## src/rtl/tbpw_pkg.sv

```systemverilog
// Package: register map, field layout and constants of the PWM unit
package tbpw_pkg;

  // ----------------------------------------------------------------
  // Register byte addresses (all chosen, one aligned word each)
  // ----------------------------------------------------------------
  localparam logic [7:0] ADDR_PWM_CONTROL = 8'h00;
  localparam logic [7:0] ADDR_DUTY_LOW_BYTE = 8'h04;
  localparam logic [7:0] ADDR_DUTY_BUFFER_HIGH = 8'h08;
  localparam logic [7:0] ADDR_PERIOD_TIMER_COUNT = 8'h0C;
  localparam logic [7:0] ADDR_PERIOD_REG = 8'h10;
  localparam logic [7:0] ADDR_PERIOD_TIMER_CTRL = 8'h14;
  localparam logic [7:0] ADDR_FLAG_REG = 8'h18;
  localparam logic [7:0] ADDR_PIN_DIRECTION = 8'h1C;

  // ----------------------------------------------------------------
  // Field positions
  // ----------------------------------------------------------------
  localparam int CTL_MODE_LSB = 0;      // unit_mode_bits 3:0
  localparam int CTL_DUTY_LSB = 4;      // duty_low_bits 5:4
  localparam int CTL_EMODE_LSB = 6;     // enhanced_mode_select 7:6
  localparam int TCTL_ON_BIT = 2;       // period_timer_on
  localparam int TCTL_PS_LSB = 0;       // prescale_select 1:0
  localparam int FLAG_OVF_BIT = 1;      // period_overflow_flag
  localparam int DIR_PRI_BIT = 0;       // primary pin direction
  localparam int DIR_SEC_BIT = 1;       // secondary pin direction

  // ----------------------------------------------------------------
  // Reset values
  // ----------------------------------------------------------------
  localparam logic [7:0] RST_PWM_CONTROL = 8'h00;
  localparam logic [7:0] RST_TIMER_COUNT = 8'h00;
  localparam logic [7:0] RST_PERIOD_REG = 8'hFF;
  localparam logic [7:0] RST_TIMER_CTRL = 8'h00;
  localparam logic [1:0] RST_PIN_DIRECTION = 2'h3;
  localparam logic [7:0] RST_DUTY = 8'h00;

  // ----------------------------------------------------------------
  // Encodings
  // ----------------------------------------------------------------
  localparam logic [1:0] EMODE_SINGLE = 2'h0;
  localparam logic [1:0] EMODE_HALF_BRIDGE = 2'h2;
  localparam logic [1:0] MODE_PWM_TOP = 2'h3;   // mode bits 3:2 = 11
  localparam int QUARTER_CYCLES = 4;            // system clocks per tick at 1:1 prescale

  // Prescale select: 00 -> 1, 01 -> 4, 1x -> 16
  typedef enum logic [1:0] {
    TBPW_PS_1 = 2'h0,
    TBPW_PS_4 = 2'h1,
    TBPW_PS_16 = 2'h2,
    TBPW_PS_16B = 2'h3
  } tbpw_ps_t;

  // APB request as one carrier
  typedef struct packed {
    logic psel;
    logic penable;
    logic pwrite;
    logic [7:0] paddr;
    logic [31:0] pwdata;
  } tbpw_apb_req_t;

  // Pin group: output value and active-low enables
  typedef struct packed {
    logic pri_out;
    logic pri_oe_n;
    logic sec_out;
    logic sec_oe_n;
  } tbpw_pins_t;

endpackage

```

## src/rtl/tbpw_top.sv

```systemverilog
// Timer-based PWM unit with APB register slave
`timescale 1ns/1ps
`default_nettype none

module tbpw_top (
  input wire logic pclk,
  input wire logic presetn,
  input wire logic psel,
  input wire logic penable,
  input wire logic pwrite,
  input wire logic [7:0] paddr,
  input wire logic [31:0] pwdata,
  output logic [31:0] prdata,
  output logic pready,
  output logic pslverr,
  input wire logic sleep,
  output logic primary_output,
  output logic primary_oe_n,
  output logic secondary_output,
  output logic secondary_oe_n,
  output logic period_overflow_flag
);

  // ----------------------------------------------------------------
  // Bus decode
  // ----------------------------------------------------------------
  tbpw_pkg::tbpw_apb_req_t req;  // Bundled request
  logic wr_en;                   // Write takes effect this edge
  logic addr_ok;                 // Address is mapped
  logic sleep_s1_q;              // Sleep synchroniser, first stage
  logic sleep_q;                 // Sleep, synchronised
  logic run;                     // Unit may advance this cycle

  assign req = '{psel: psel, penable: penable, pwrite: pwrite,
                 paddr: paddr, pwdata: pwdata};

  // Mapped addresses
  always_comb begin
    unique case (req.paddr)
      tbpw_pkg::ADDR_PWM_CONTROL,
      tbpw_pkg::ADDR_DUTY_LOW_BYTE,
      tbpw_pkg::ADDR_DUTY_BUFFER_HIGH,
      tbpw_pkg::ADDR_PERIOD_TIMER_COUNT,
      tbpw_pkg::ADDR_PERIOD_REG,
      tbpw_pkg::ADDR_PERIOD_TIMER_CTRL,
      tbpw_pkg::ADDR_FLAG_REG,
      tbpw_pkg::ADDR_PIN_DIRECTION: addr_ok = 1'b1;
      default: addr_ok = 1'b0;
    endcase
  end

  // Zero wait states; unmapped access answers with an error
  assign pready = 1'b1;
  assign pslverr = req.psel & req.penable & ~addr_ok;
  assign wr_en = req.psel & req.penable & req.pwrite & addr_ok;

  // Sleep arrives from outside the bus logic: two flops first
  always_ff @(posedge pclk or negedge presetn) begin
    if (!presetn) begin
      sleep_s1_q <= 1'b0;
      sleep_q <= 1'b0;
    end else begin
      sleep_s1_q <= sleep;
      sleep_q <= sleep_s1_q;
    end
  end

  // ----------------------------------------------------------------
  // Software registers
  // ----------------------------------------------------------------
  logic [7:0] ctl_q;        // pwm_control
  logic [7:0] duty_byte_q;  // duty_low_byte
  logic [7:0] period_q;     // period_reg
  logic [7:0] tctl_q;       // period_timer_ctrl (bits 6:3 postscaler)
  logic [1:0] dir_q;        // Pin direction bits, 1 = input
  logic [3:0] mode_bits;    // unit_mode_bits
  logic [1:0] emode;        // enhanced_mode_select
  logic pwm_mode;           // Unit is in a PWM mode
  logic timer_on;           // period_timer_on

  assign mode_bits = ctl_q[tbpw_pkg::CTL_MODE_LSB +: 4];
  assign emode = ctl_q[tbpw_pkg::CTL_EMODE_LSB +: 2];
  assign pwm_mode = (mode_bits[3:2] == tbpw_pkg::MODE_PWM_TOP);
  assign timer_on = tctl_q[tbpw_pkg::TCTL_ON_BIT];
  // Sleep stalls every counter and latch; output flops hold
  assign run = ~sleep_q;

  // Control register; bit 6 of the enhanced field is kept as written
  always_ff @(posedge pclk or negedge presetn) begin
    if (!presetn) begin
      ctl_q <= tbpw_pkg::RST_PWM_CONTROL;
    end else if (wr_en && req.paddr == tbpw_pkg::ADDR_PWM_CONTROL) begin
      ctl_q <= req.pwdata[7:0];  // Duty bits any time
    end
  end

  // Duty byte, writable at any moment
  always_ff @(posedge pclk or negedge presetn) begin
    if (!presetn) begin
      duty_byte_q <= tbpw_pkg::RST_DUTY;
    end else if (wr_en && req.paddr == tbpw_pkg::ADDR_DUTY_LOW_BYTE) begin
      duty_byte_q <= req.pwdata[7:0];
    end
  end

  // Period register and timer control
  always_ff @(posedge pclk or negedge presetn) begin
    if (!presetn) begin
      period_q <= tbpw_pkg::RST_PERIOD_REG;
      tctl_q <= tbpw_pkg::RST_TIMER_CTRL;
    end else if (wr_en) begin
      if (req.paddr == tbpw_pkg::ADDR_PERIOD_REG) begin
        period_q <= req.pwdata[7:0];
      end
      if (req.paddr == tbpw_pkg::ADDR_PERIOD_TIMER_CTRL) begin
        tctl_q <= {1'b0, req.pwdata[6:0]};
      end
    end
  end

  // Pin direction: reset makes every pin an input
  always_ff @(posedge pclk or negedge presetn) begin
    if (!presetn) begin
      dir_q <= tbpw_pkg::RST_PIN_DIRECTION;
    end else if (wr_en && req.paddr == tbpw_pkg::ADDR_PIN_DIRECTION) begin
      dir_q <= req.pwdata[1:0];  // Software clears to drive
    end
  end

  // ----------------------------------------------------------------
  // Prescaler and time base
  // ----------------------------------------------------------------
  logic [3:0] pre_q;         // Prescaler, counts system clocks
  logic [7:0] tmr_q;         // period_timer_count
  logic [3:0] pre_limit;     // Last prescaler count before a tick
  logic [1:0] sub_bits;      // Two low time-base bits
  logic [9:0] time_base;     // 10-bit time base
  logic tick;                // Period timer increments
  logic boundary;            // Period ends on this tick
  logic tmr_wr;              // Software writes the timer

  // Divide by 4*1, 4*4 or 4*16 system clocks per timer step
  always_comb begin
    unique case (tbpw_pkg::tbpw_ps_t'(tctl_q[tbpw_pkg::TCTL_PS_LSB +: 2]))
      tbpw_pkg::TBPW_PS_1: pre_limit = 4'h3;
      tbpw_pkg::TBPW_PS_4: pre_limit = 4'hF;
      tbpw_pkg::TBPW_PS_16,
      tbpw_pkg::TBPW_PS_16B: pre_limit = 4'hF;
    endcase
  end

  // Prescale 16 uses a wider chain; kept in a 6-bit form below
  logic [5:0] pre16_q;       // Prescaler for the 1:16 setting
  logic ps16;                // 1:16 selected
  assign ps16 = tctl_q[tbpw_pkg::TCTL_PS_LSB + 1];

  // Sub-bits: quarter-cycle count at 1:1, prescaler bits else
  always_comb begin
    if (ps16) begin
      sub_bits = pre16_q[5:4];
    end else if (tctl_q[tbpw_pkg::TCTL_PS_LSB]) begin
      sub_bits = pre_q[3:2];
    end else begin
      sub_bits = pre_q[1:0];
    end
  end

  assign tick = run & timer_on &
                (ps16 ? (pre16_q == 6'h3F) : (pre_q == pre_limit));
  // Postscaler bits play no part here
  assign boundary = tick & (tmr_q == period_q);
  assign time_base = {tmr_q, sub_bits};
  assign tmr_wr = wr_en && req.paddr == tbpw_pkg::ADDR_PERIOD_TIMER_COUNT;

  // Prescalers run while the timer is on and the unit is awake
  always_ff @(posedge pclk or negedge presetn) begin
    if (!presetn) begin
      pre_q <= 4'h0;
      pre16_q <= 6'h00;
    end else if (tmr_wr || !timer_on) begin
      pre_q <= 4'h0;  // Writing the timer clears the prescaler
      pre16_q <= 6'h00;
    end else if (run) begin
      pre_q <= (pre_q == pre_limit) ? 4'h0 : pre_q + 4'h1;
      pre16_q <= pre16_q + 6'h01;
    end
  end

  // Period timer: clears on the step after matching
  always_ff @(posedge pclk or negedge presetn) begin
    if (!presetn) begin
      tmr_q <= tbpw_pkg::RST_TIMER_COUNT;
    end else if (tmr_wr) begin
      tmr_q <= req.pwdata[7:0];
    end else if (boundary) begin
      tmr_q <= 8'h00;
    end else if (tick) begin
      tmr_q <= tmr_q + 8'h01;
    end
  end

  // ----------------------------------------------------------------
  // Duty double buffer
  // ----------------------------------------------------------------
  logic [7:0] duty_buf_q;    // duty_buffer_high, read-only in PWM
  logic [1:0] duty_lat_q;    // Hidden 2-bit latch
  logic [9:0] duty_cmp;      // Buffered duty for comparison
  logic [9:0] duty_new;      // Duty that starts next period

  assign duty_new = {duty_byte_q,
                     ctl_q[tbpw_pkg::CTL_DUTY_LSB +: 2]};
  assign duty_cmp = {duty_buf_q, duty_lat_q};

  // In PWM mode load only at the boundary, so a mid-period write cannot glitch
  always_ff @(posedge pclk or negedge presetn) begin
    if (!presetn) begin
      duty_buf_q <= tbpw_pkg::RST_DUTY;
      duty_lat_q <= 2'h0;
    end else if (boundary) begin
      duty_buf_q <= duty_new[9:2];
      duty_lat_q <= duty_new[1:0];
    end else if (!pwm_mode && wr_en &&
                 req.paddr == tbpw_pkg::ADDR_DUTY_BUFFER_HIGH) begin
      duty_buf_q <= req.pwdata[7:0];  // Writable outside PWM only
    end
  end

  // ----------------------------------------------------------------
  // Waveform
  // ----------------------------------------------------------------
  logic pwm_q;               // Raw PWM level, active high
  logic armed_q;             // A new period has begun since enable
  logic ovf_q;               // period_overflow_flag
  logic flag_clr;            // Software write of zero to the flag
  logic duty_hit;            // Time base sits at the buffered duty

  // Match drops the level in its own cycle, so width is duty time-base steps
  assign duty_hit = armed_q & (time_base == duty_cmp);

  // Arm only at a boundary: the first partial period stays quiet
  always_ff @(posedge pclk or negedge presetn) begin
    if (!presetn) begin
      armed_q <= 1'b0;
    end else if (!pwm_mode) begin
      armed_q <= 1'b0;
    end else if (boundary) begin
      armed_q <= 1'b1;
    end
  end

  // Set at period start, clear on duty match
  always_ff @(posedge pclk or negedge presetn) begin
    if (!presetn) begin
      pwm_q <= 1'b0;
    end else if (!pwm_mode) begin
      pwm_q <= 1'b0;  // Unit off holds the level low; the enable still follows dir_q
    end else if (boundary) begin
      pwm_q <= (duty_new != 10'h000);  // Zero duty: not set
    end else if (run && duty_hit) begin
      pwm_q <= 1'b0;  // Beyond period never matches
    end
  end

  // Overflow flag: set wins over a software clear in the same cycle
  assign flag_clr = wr_en && req.paddr == tbpw_pkg::ADDR_FLAG_REG &&
                    !req.pwdata[tbpw_pkg::FLAG_OVF_BIT];
  always_ff @(posedge pclk or negedge presetn) begin
    if (!presetn) begin
      ovf_q <= 1'b0;
    end else if (boundary) begin
      ovf_q <= 1'b1;
    end else if (flag_clr) begin
      ovf_q <= 1'b0;
    end
  end
  assign period_overflow_flag = ovf_q;

  // Output mapping with per-pin polarity and bridge mode
  logic pri_lvl;             // Primary before polarity
  logic sec_lvl;             // Secondary before polarity
  logic sec_used;            // Secondary pin owned by the unit
  always_comb begin
    pri_lvl = pwm_q & ~duty_hit;  // Low from the match cycle
    sec_lvl = 1'b0;
    sec_used = 1'b0;
    if (emode == tbpw_pkg::EMODE_HALF_BRIDGE) begin
      sec_lvl = ~pri_lvl & armed_q;  // Complement
      sec_used = 1'b1;
    end
  end

  // Registered pin outputs; polarity from mode bits 1:0
  always_ff @(posedge pclk or negedge presetn) begin
    if (!presetn) begin
      primary_output <= 1'b0;
      secondary_output <= 1'b0;
    end else if (run) begin
      primary_output <= pwm_mode & (pri_lvl ^ mode_bits[1]);
      secondary_output <= pwm_mode & sec_used & (sec_lvl ^ mode_bits[0]);
    end
  end

  // Enables low while driving
  assign primary_oe_n = dir_q[tbpw_pkg::DIR_PRI_BIT];
  assign secondary_oe_n = dir_q[tbpw_pkg::DIR_SEC_BIT];

  // ----------------------------------------------------------------
  // Read data
  // ----------------------------------------------------------------
  always_comb begin
    prdata = 32'h0000_0000;
    if (req.psel && req.penable && !req.pwrite) begin
      unique case (req.paddr)
        tbpw_pkg::ADDR_PWM_CONTROL: prdata[7:0] = ctl_q;
        tbpw_pkg::ADDR_DUTY_LOW_BYTE: prdata[7:0] = duty_byte_q;
        tbpw_pkg::ADDR_DUTY_BUFFER_HIGH: prdata[7:0] = duty_buf_q;
        tbpw_pkg::ADDR_PERIOD_TIMER_COUNT: prdata[7:0] = tmr_q;
        tbpw_pkg::ADDR_PERIOD_REG: prdata[7:0] = period_q;
        tbpw_pkg::ADDR_PERIOD_TIMER_CTRL: prdata[7:0] = tctl_q;
        tbpw_pkg::ADDR_FLAG_REG: prdata[tbpw_pkg::FLAG_OVF_BIT] = ovf_q;
        tbpw_pkg::ADDR_PIN_DIRECTION: prdata[1:0] = dir_q;
        default: prdata = 32'h0000_0000;
      endcase
    end
  end

endmodule

`default_nettype wire

```

## config.mk

```make
export PLATFORM = sky130hd
export DESIGN_NAME = tbpw_top
export DESIGN_NICKNAME = d
export VERILOG_FILES = /design/src/rtl/tbpw_pkg.sv /design/src/rtl/tbpw_top.sv
export SDC_FILE = /design/constraint.sdc
export NUM_CORES = 1
export LEC_CHECK = 0
export BUFFER_PORTS_ARGS = -buffer_cell sky130_fd_sc_hd__buf_2
export CAP_MARGIN = 10
export CORE_MARGIN = 5
export CORE_UTILIZATION = 36
export CTS_CLUSTER_SIZE = 40
export DETAILED_ROUTE_END_ITERATION = 16
export PLACE_DENSITY = 0.64
export REMOVE_ABC_BUFFERS = 1
export SYNTH_ARGS = -nofsm -noshare
export SYNTH_HDL_FRONTEND = slang
export SYNTH_SLANG_ARGS = --single-unit
```

## constraint.sdc

```tcl
create_clock -name pclk -period 2.3 [get_ports pclk]
set_clock_uncertainty 0.2 [all_clocks]
set_input_delay 0.115 -clock pclk [delete_from_list [all_inputs] [get_ports pclk]]
set_output_delay 0.115 -clock pclk [all_outputs]
set_load 0.01 [all_outputs]
```

==> flow_summary.toml, run 1 <==
[outcome]
outcome = "complete, no violations"

[synthesis]
synth_area_sq_mm = 0.00411
ys_types = 61
ys_seq_area_share_pct = 41.7
synth-edff-count = 0
ys_seq_elements = 68
netlist_top_cells_area = "dfrtp_1, mux2_2, dfstp_2"
async_reset_ff_share_pct = 100
syn_avg_cell_area_sq_um = 9.89
synth_top_area_share_pct = 35.3
synth_cells = 416
yosysTopAreaCell = "dfrtp_1"
synthFlopType = "dfrtp_1"
yosysMostFrequentCell = "dfrtp_1"
ys_top_cells_by_count = "dfrtp_1, nor2_1, mux2_2"
yosys_warnings = 0

[layout]
n_fill_cell = 1092
n_antenna_cell = 0
utilization_pct = 43.8
nNetsFinal = 524
fin_cells = 623
drive_above_1_share_pct = 30.0
syn_to_final_growth_pct = 20.6

[timing]
setup_viol = 0
tightest_slew_ns = 0.534
setup_tns_ns = 0
min_period_over_period_pct = 95.8
slew_headroom_pct = 64.4
drv_slew = 0
rsz0062_at_grt = "no"
setup_ws_ns = 0.0964
report.final.hold_viol_count = 0
clock.fmax_mhz = 454
fin_crit_ns = 2.20

[placed_design]
dp_hpwl_mm = 8.00
pre_cts_ws_ns = -0.00773
port_buffers = 35
placed_cells = 597
place_congestion = 0.938

[clock_tree]
clock_sinks = 68
cts.path.max_buffers = 2
clk_latency_ns = 0.33
cts_tree = "built"
htree_levels = 3
clk_pin_slew_ns = 0.06
post_cts_buffers = 0
cts-buffers-inserted = 9
cts_root_buffer = "clkbuf_16"

[worst_setup_path]
max_stage_delay_ns = 0.53
critPathSlowestCell = "or4_4"
worstSetupPathType = "flip-flop to flip-flop"
end_kind = "flip-flop"
startpoint_type = "flip-flop"
crit_required_ns = 2.35
crit_fanout = 4
crit_chain = "or4_4, nand2_2, a21oi_2, or2_1, or3_1, a31oi_1"
path_buf_inv = 0
arrival_ns = 2.25
crit_family = "simple AND/OR/NAND/NOR gates"

[pwr]
vdd_drop_max_uv = 339
p_per_area_mw_per_mm2 = 604
leakage_nw = 2.16
power_mw = 2.99

[route]
top_layer_used = "met4"
routedWlPerCell_microns = 17.2
viasPerCell = 5.32
wl_met1_mm = 4.75
first_pass_iters = 4
drc = 0
wl_met2_mm = 4.89
postRouteAntennaNets = 0
wl_mm = 10.7
wl_met3_microns = 768
vias = 3315
drt-initial-drc-count = 234

[floorplanning]
dieArea_sq_mm = 0.0137
dieWidth_microns = 117
coreArea_sq_mm = 0.0113
placementRows = 39
initial_core_util_pct = 36.3
ios = 85
die_y_microns = 117

[grt]
grt_pass1_wl_mm = 16.9
overflow = 0
antenna_found_initial = 0
grt_max_degree = 50
grt_pass1_vias = 3242
grtUsageTotal_pct = 16.5

[hold_path]
hp-class = "primary input to flip-flop"

[flow_run]
drv_cap = 0
-- cell families after synthesis --
family	synth area share (%)
AO/OA/AOI/OAI	11.6
XOR/XNOR	5.11
adder cells (fa/ha/maj)	0.913
buffers and inverters	7.00
flip-flops	41.7
multiplexers	15.9
other	0.183
AND/OR/NAND/NOR	17.7
-- sequential cells by signal, indices dropped and copies added (netlist names) --
| signal | cells |
|---|---|
| primary_output | 1 |
| secondary_output | 1 |
| pwm_q | 1 |
| sleep_q | 1 |
| period_q | 8 |
| period_overflow_flag | 1 |
| duty_byte_q | 8 |
| duty_buf_q | 8 |
| sleep_s1_q | 1 |
| pre16_q | 6 |
| ctl_q | 8 |
| duty_lat_q | 2 |
| armed_q | 1 |
| pre_q | 4 |
| tmr_q | 8 |
| dir_q | 2 |
| tctl_q | 7 |
-- path summary, 6_finish.rpt --
path | from | end | slack [ns] | cells after the start
worst min register to register | sleep_s1_q | sleep_q | 0.15 | 0
min in group asynchronous | presetn | pre16_q[3] | 0.08 | 2
worst max-delay path | tctl_q[1] | tmr_q[6] | 0.1 | 6
worst max register to register | tctl_q[1] | tmr_q[6] | 0.1 | 6
max in group asynchronous | presetn | period_q[2] | 1.12 | 3
worst min-delay path | paddr[7] | period_overflow_flag | 0.03 | 4
-- area by class of cell --
class	instances	area, sq um	share of cell area (%)
Multi-Input combinational cell	322	2220	44.7
Sequential cell	68	1710	34.6
Timing Repair Buffer	72	490	9.89
Clock buffer	10	239	4.82
Tap cell	143	179	3.61
Clock inverter	6	111	2.25
Inverter	2	7.51	0.151
-- cell usage in the layout (no fill, tap or decap), types with 8 or more instances in the layout --
master / n
a21oi_1: 21
buf_2: 35
buf_4: 26
clkbuf_16: 9
conb_1: 25
dfrtp_1: 58
dfstp_2: 10
dlygate4sd3_1: 10
mux2_2: 41
mux2i_1: 19
nand2_1: 19
nand3_1: 16
nor2_1: 47
nor2b_1: 8
nor3_1: 8
o21ai_0: 14
xnor2_1: 11
xor2_1: 13
-- power breakdown --
part | total [mW] | internal, mW | switching (mW)
Sequential | 1.21 | 1.20 | 0.00335
Clock | 1.60 | 1.09 | 0.517
Combinational | 0.183 | 0.0624 | 0.121
-- layer usage --
| layer | vias to the layer above | track usage (%) |
|---|---|---|
| met5 | - | 0 |
| met4 | 0 | 8.49 |
| met3 | 18 | 2.88 |
| met2 | 111 | 25.8 |
| met1 | 1622 | 22.0 |
| li1 | 1564 | - |
-- timing repair --
action,in CTS,in global routing
gates cloned,0,0
endpoints found under the setup margin,2,8
gates resized for setup,2,3
hold endpoints to repair,99,0
pin swaps,0,1
hold buffers,10,0
-- per-stage QoR --
| step | hold WS [ns] | instance area (sq um) |
|---|---|---|
| 2_1_floorplan | -0.381 | 3920 |
| 3_3_place_gp | -0.101 | 4490 |
| 3_5_place_dp | -0.0877 | 4490 |
| 4_1_cts | 0.0171 | 4950 |
| 5_1_grt | 0.0462 | 4960 |
| 6_report | 0.0262 | 4960 |
-- worst min-delay path, cell delays in order --
cell	delay (ns)
buf_2	0.11
or3_4	0.16
o41ai_1	0.09
nand2_1	0.06
No activity file was read; power rests on OpenSTA's default activity.
==> inputs of run 2 (changes only) <==
PLACE_DENSITY = 0.62   (was 0.64)
clock period = 2.1 ns   (was 2.3 ns; I/O delays follow)
==> run 2 against run 1 <==
  * The run now ends with negative setup slack left
  * Register-to-register slack got worse by 0.19 ns
  * Via count increased by 3.8%
  * Flip-flop and latch count unchanged
  * Core utilization grew 2.2 points
  * Clock-buffer cell count is the same
  * Die area stayed put
  * Non-clock buffer count rose by 26
  * Worst hold slack hardly changed
  * Total power rose by 1.4%
  * Critical path type unchanged
  * Largest cell class unchanged
==> flow_summary.toml, run 2 (same netlist as run 1, synthesis figures left out) <==
[timing]
report.final.hold_viol_count = 0
rsz0062_at_grt = "yes"
drv_slew = 0
slew_headroom_pct = 64.0
min_period_over_period_pct = 105
setup_tns_ns = -0.123
hold-worst-slack_ns = 0.0263
fin_crit_ns = 2.20
setup_viol = 2
tightest_slew_ns = 0.540
clock.fmax_mhz = 455
setup_ws_ns = -0.0972

[route]
top_layer_used = "met4"
wl_met1_mm = 5.09
first_pass_iters = 4
wl_mm = 11.4
drc = 0
postRouteAntennaNets = 0
wl_met3_microns = 705
drt-initial-drc-count = 277
vias = 3440
wl_met2_mm = 5.38
viasPerCell = 5.30
routedWlPerCell_microns = 17.6

[layout]
n_fill_cell = 1066
n_antenna_cell = 0
mostFrequentLayoutCell = "dfrtp_1"
drive_above_1_share_pct = 35.0
seqCellArea_sq_mm = 0.00171
final_cell_mix = "dfrtp_1, buf_4, nor2_1, mux2_2, buf_2"
nNetsFinal = 550
syn_to_final_growth_pct = 26.6
multi_input_area_sq_mm = 0.00229

[floorplanning]
coreArea_sq_mm = 0.0113
initial_core_util_pct = 36.3
placementRows = 39
die_y_microns = 117
dieWidth_microns = 117
dieArea_sq_mm = 0.0137
ios = 85

[worst_setup_path]
worstSetupPathType = "flip-flop to flip-flop"
end_kind = "flip-flop"
crit_fanout = 3
critical_path.startpoint = "tmr_q[1]"
arrival_ns = 2.21
r2r.worst_path.cells = 7
reg2reg_from = "tmr_q[1]"
crit_required_ns = 2.11
r2r-end = "pwm_q"
startpoint_type = "flip-flop"
r2r_slack_ns = -0.1
crit_end = "pwm_q"

[outcome]
failed_checks = "negative setup slack"
outcome = "finished, violations left"

[pwr]
power_mw = 3.04
vdd_drop_max_uv = 265
p_per_area_mw_per_mm2 = 583
leakage_nw = 2.29

[placed_design]
place_congestion = 0.921
port_buffers = 35
dp_hpwl_mm = 8.36
pre_cts_ws_ns = -0.158

[grt]
grt_max_degree = 69
grt_pass1_vias = 3386
overflow = 0
antenna_found_initial = 0
grtUsageTotal_pct = 17.6
grt_pass1_wl_mm = 18.2

[clock_tree]
cts-buffers-inserted = 9
clk_latency_ns = 0.34
clk_pin_slew_ns = 0.06
cts_tree = "built"
cts.path.max_buffers = 2
htree_levels = 3
cts_root_buffer = "clkbuf_16"
clock_sinks = 68

[hold_path]
hp-class = "primary input to flip-flop"

[flow_run]
drv_cap = 0
[run 2: cell types whose count changed in the layout (fill, tap and decap cells not counted), moves of 2 or more]
cell       before  now
nor2_4          0    2
buf_12          1    3
buf_4          26   46
bufinv_16       3    1
o21ai_1         1    4
o21ai_0        14   11
nor3_1          8    6
nor2_1         47   45
buf_6           0    3
[run 2: layout make-up]
type / count / area share [%]
Clock buffer: 10 / 4.40
Timing Repair Buffer: 98 / 13.9
Tap cell: 143 / 3.44
Sequential cell: 68 / 32.9
Multi-Input combinational cell: 322 / 44.0
Inverter: 2 / 0.144
Clock inverter: 6 / 1.23
[run 2: timing repair]
action / in CTS / in global routing
pin swaps: 9 / 6
gates resized for setup: 10 / 17
endpoints found under the hold margin: 117 / 0
buffers inserted: 2 / 2
hold buffers: 11 / 0
setup endpoints to repair: 10 / 27
[run 2: worst min-delay path by stage]
stage                  start                    to  slack (ns)  cells past startpoint
floorplan            presetn               armed_q       -0.39                      0
global route        paddr[0]  period_overflow_flag        0.08                      5
global placement     presetn            sleep_s1_q       -0.05                      2
detailed placement   presetn            sleep_s1_q       -0.05                      2
finish              paddr[0]  period_overflow_flag        0.03                      5
CTS                 paddr[0]  period_overflow_flag        0.01                      5
[run 2: per-layer routing]
| metal | GRT usage (%) | up-vias |
|---|---|---|
| li1 | - | 1621 |
| met1 | 23.9 | 1679 |
| met2 | 28.4 | 121 |
| met3 | 2.72 | 19 |
| met4 | 6.35 | 0 |
| met5 | 0 | - |
[run 2: power breakdown]
group | switching, mW | leakage (nW) | total, mW | internal (mW)
combinational | 0.137 | 1.33 | 0.212 | 0.0752
sequential | 0.00318 | 0.820 | 1.32 | 1.32
clock | 0.585 | 0.139 | 1.50 | 0.919
[run 2: metrics by stage]
stage                     cell area (sq um)  instances  util [%]
after floorplan                        3920        392         -
after global placement                 4660        618      41.1
after detailed placement               4660        618      41.1
after CTS                              5120        647      45.3
after global routing                   5210        649      46.0
final                                  5210        649      46.0
[run 2: worst max-delay path: stages, from the launching register on]
cell and delay [ns]:
dfrtp_1 0.42, xor2_1 0.17, nor4_2 0.32, buf_4 0.16
nand4_1 0.14, or4_4 0.52, nand3_2 0.10, a21oi_2 0.05
==> inputs of run 3 (changes only) <==
RECOVER_POWER = 25   (was not set)
==> run 3 against run 2 <==
  * Die area stayed put
  * The run still ends with negative setup slack left
  * Sequential power hardly changed
  * Worst hold slack worse by 0.0028 ns
  * Setup slack better by 0.0057 ns
  * Total power is 0.10% lower
  * Clock-buffer cell count stayed put
  * Global-route usage stayed put
  * Cell area is 0.24% lower
  * Maximum frequency is 0.26% higher
  * Via count is 0.49% lower
  * Combinational power hardly changed
==> flow_summary.toml, run 3 (same netlist as run 1, synthesis figures left out) <==
[outcome]
outcome = "finished, violations left"
failed_checks = "negative setup slack"

[placed_design]
placed_cells = 618
pre_cts_ws_ns = -0.158
dp_hpwl_mm = 8.36
postPlaceCellArea_sq_mm = 0.00466
port_buffers = 35
place_congestion = 0.921

[clock_tree]
clk_latency_ns = 0.34
htree_levels = 3
clk_pin_slew_ns = 0.06
cts-buffers-inserted = 9
cts.path.max_buffers = 2
cts_root_buffer = "clkbuf_16"
cts_tree = "built"
clock_sinks = 68

[grt]
antenna_found_initial = 0
grt_pass1_wl_mm = 18.2
grt_pass1_vias = 3386
overflow = 0
grtUsageTotal_pct = 17.6
grt_max_degree = 69

[route]
routedWlPerCell_microns = 17.5
postRouteAntennaNets = 0
wl_mm = 11.4
viasPerCell = 5.27
drc = 0
vias = 3423
first_pass_iters = 4
drt-initial-drc-count = 323

[timing]
clock.fmax_mhz = 456
tightest_slew_ns = 0.962
slew_headroom_pct = 35.8
setup_ws_ns = -0.0915
setup_tns_ns = -0.113
setup_viol = 2
rsz0062_at_grt = "yes"
drv_slew = 0
report.final.hold_viol_count = 0
fin_crit_ns = 2.19
hold-worst-slack_ns = 0.0235
min_period_over_period_pct = 104

[pwr]
p_per_area_mw_per_mm2 = 584
leakage_nw = 2.28
power_mw = 3.03
vdd_drop_max_uv = 266

[worst_setup_path]
max_stage_delay_ns = 0.52
crit_chain = "xor2_1, nor4_2, buf_4, nand4_1, or4_4, nand3_2, a21oi_2"
path_buf_inv = 1
reg2reg_from = "tmr_q[1]"
startpoint_type = "flip-flop"
critPathSlowestCell = "or4_4"
crit_family = "simple AND/OR/NAND/NOR gates"
end_kind = "flip-flop"
r2r.worst_path.cells = 7
crit_required_ns = 2.12
r2r-end = "pwm_q"
arrival_ns = 2.21
crit_fanout = 3
crit_cells = 7
worstSetupPathType = "flip-flop to flip-flop"
r2r_slack_ns = -0.09

[floorplanning]
dieWidth_microns = 117
coreArea_sq_mm = 0.0113
placementRows = 39
initial_core_util_pct = 36.3
ios = 85
dieArea_sq_mm = 0.0137
die_y_microns = 117

[layout]
fin_cells = 649
n_antenna_cell = 0
syn_to_final_growth_pct = 26.3
n_fill_cell = 1068
drive_above_1_share_pct = 35.0
finish.instance_area_sq_mm = 0.00519
nNetsFinal = 550
utilization_pct = 45.9
final_cell_mix = "dfrtp_1, buf_4, nor2_1, mux2_2, buf_2"
mostFrequentLayoutCell = "dfrtp_1"

[flow_run]
drv_cap = 0

[hold_path]
min-delay-start = "paddr[0]"
min_delay_path_depth = 5
whs_endpoint = "period_overflow_flag"
hp-class = "primary input to flip-flop"
[run 3: changes by cell type in the layout (fill, tap and decap cells not counted)]
| cell | before | now |
|---|---|---|
| buf_12 | 3 | 2 |
| clkbuf_4 | 0 | 1 |
[run 3: area by class of cell]
| cell class | instances | area, sq um | share of cell area (%) |
|---|---|---|---|
| multi-input cells | 322 | 2290 | 44.1 |
| flip-flops and latches | 68 | 1710 | 33.0 |
| repair buffers | 98 | 712 | 13.7 |
| clock buffers | 10 | 229 | 4.41 |
| well taps | 143 | 179 | 3.44 |
| clock inverters | 6 | 63.8 | 1.23 |
| inverters | 2 | 7.51 | 0.145 |
[run 3: tightest hold or removal path, stage by stage]
cell,delay [ns]
buf_2,0.13
nor3_1,0.10
nand2_1,0.07
o41ai_1,0.06
nand2_1,0.06
[run 3: timing repair]
| action | CTS | global route |
|---|---|---|
| resized for setup | 10 | 17 |
| pin swaps | 9 | 6 |
| hold buffers | 11 | 0 |
| endpoints found under the hold margin | 117 | 0 |
| gates cloned | 0 | 0 |
| setup endpoints to repair | 10 | 27 |
| buffers inserted | 2 | 2 |
[run 3: metal layers]
metal	part of all wire (%)	track usage (%)
met5	0	0
met4	2.1	6.35
met3	5.3	2.72
met2	47	28.4
met1	45	23.9
[run 3: worst max-delay path by stage]
stage | start | end | slack (ns)
4_1_cts | tmr_q[7] | pwm_q | -0.12
6_report | tmr_q[1] | pwm_q | -0.09
2_1_floorplan | sleep_q | duty_lat_q[0] | -0.21
5_1_grt | tmr_q[7] | primary_output | -0.14
3_5_place_dp | tmr_q[1] | pwm_q | -0.16
3_3_place_gp | tmr_q[1] | pwm_q | -0.05
[run 3: power breakdown]
| part | switching (mW) | internal [mW] | total [mW] |
|---|---|---|---|
| clock | 0.585 | 0.919 | 1.50 |
| combinational | 0.136 | 0.0723 | 0.209 |
| sequential | 0.00317 | 1.32 | 1.32 |
| total | 0.725 | 2.31 | 3.03 |
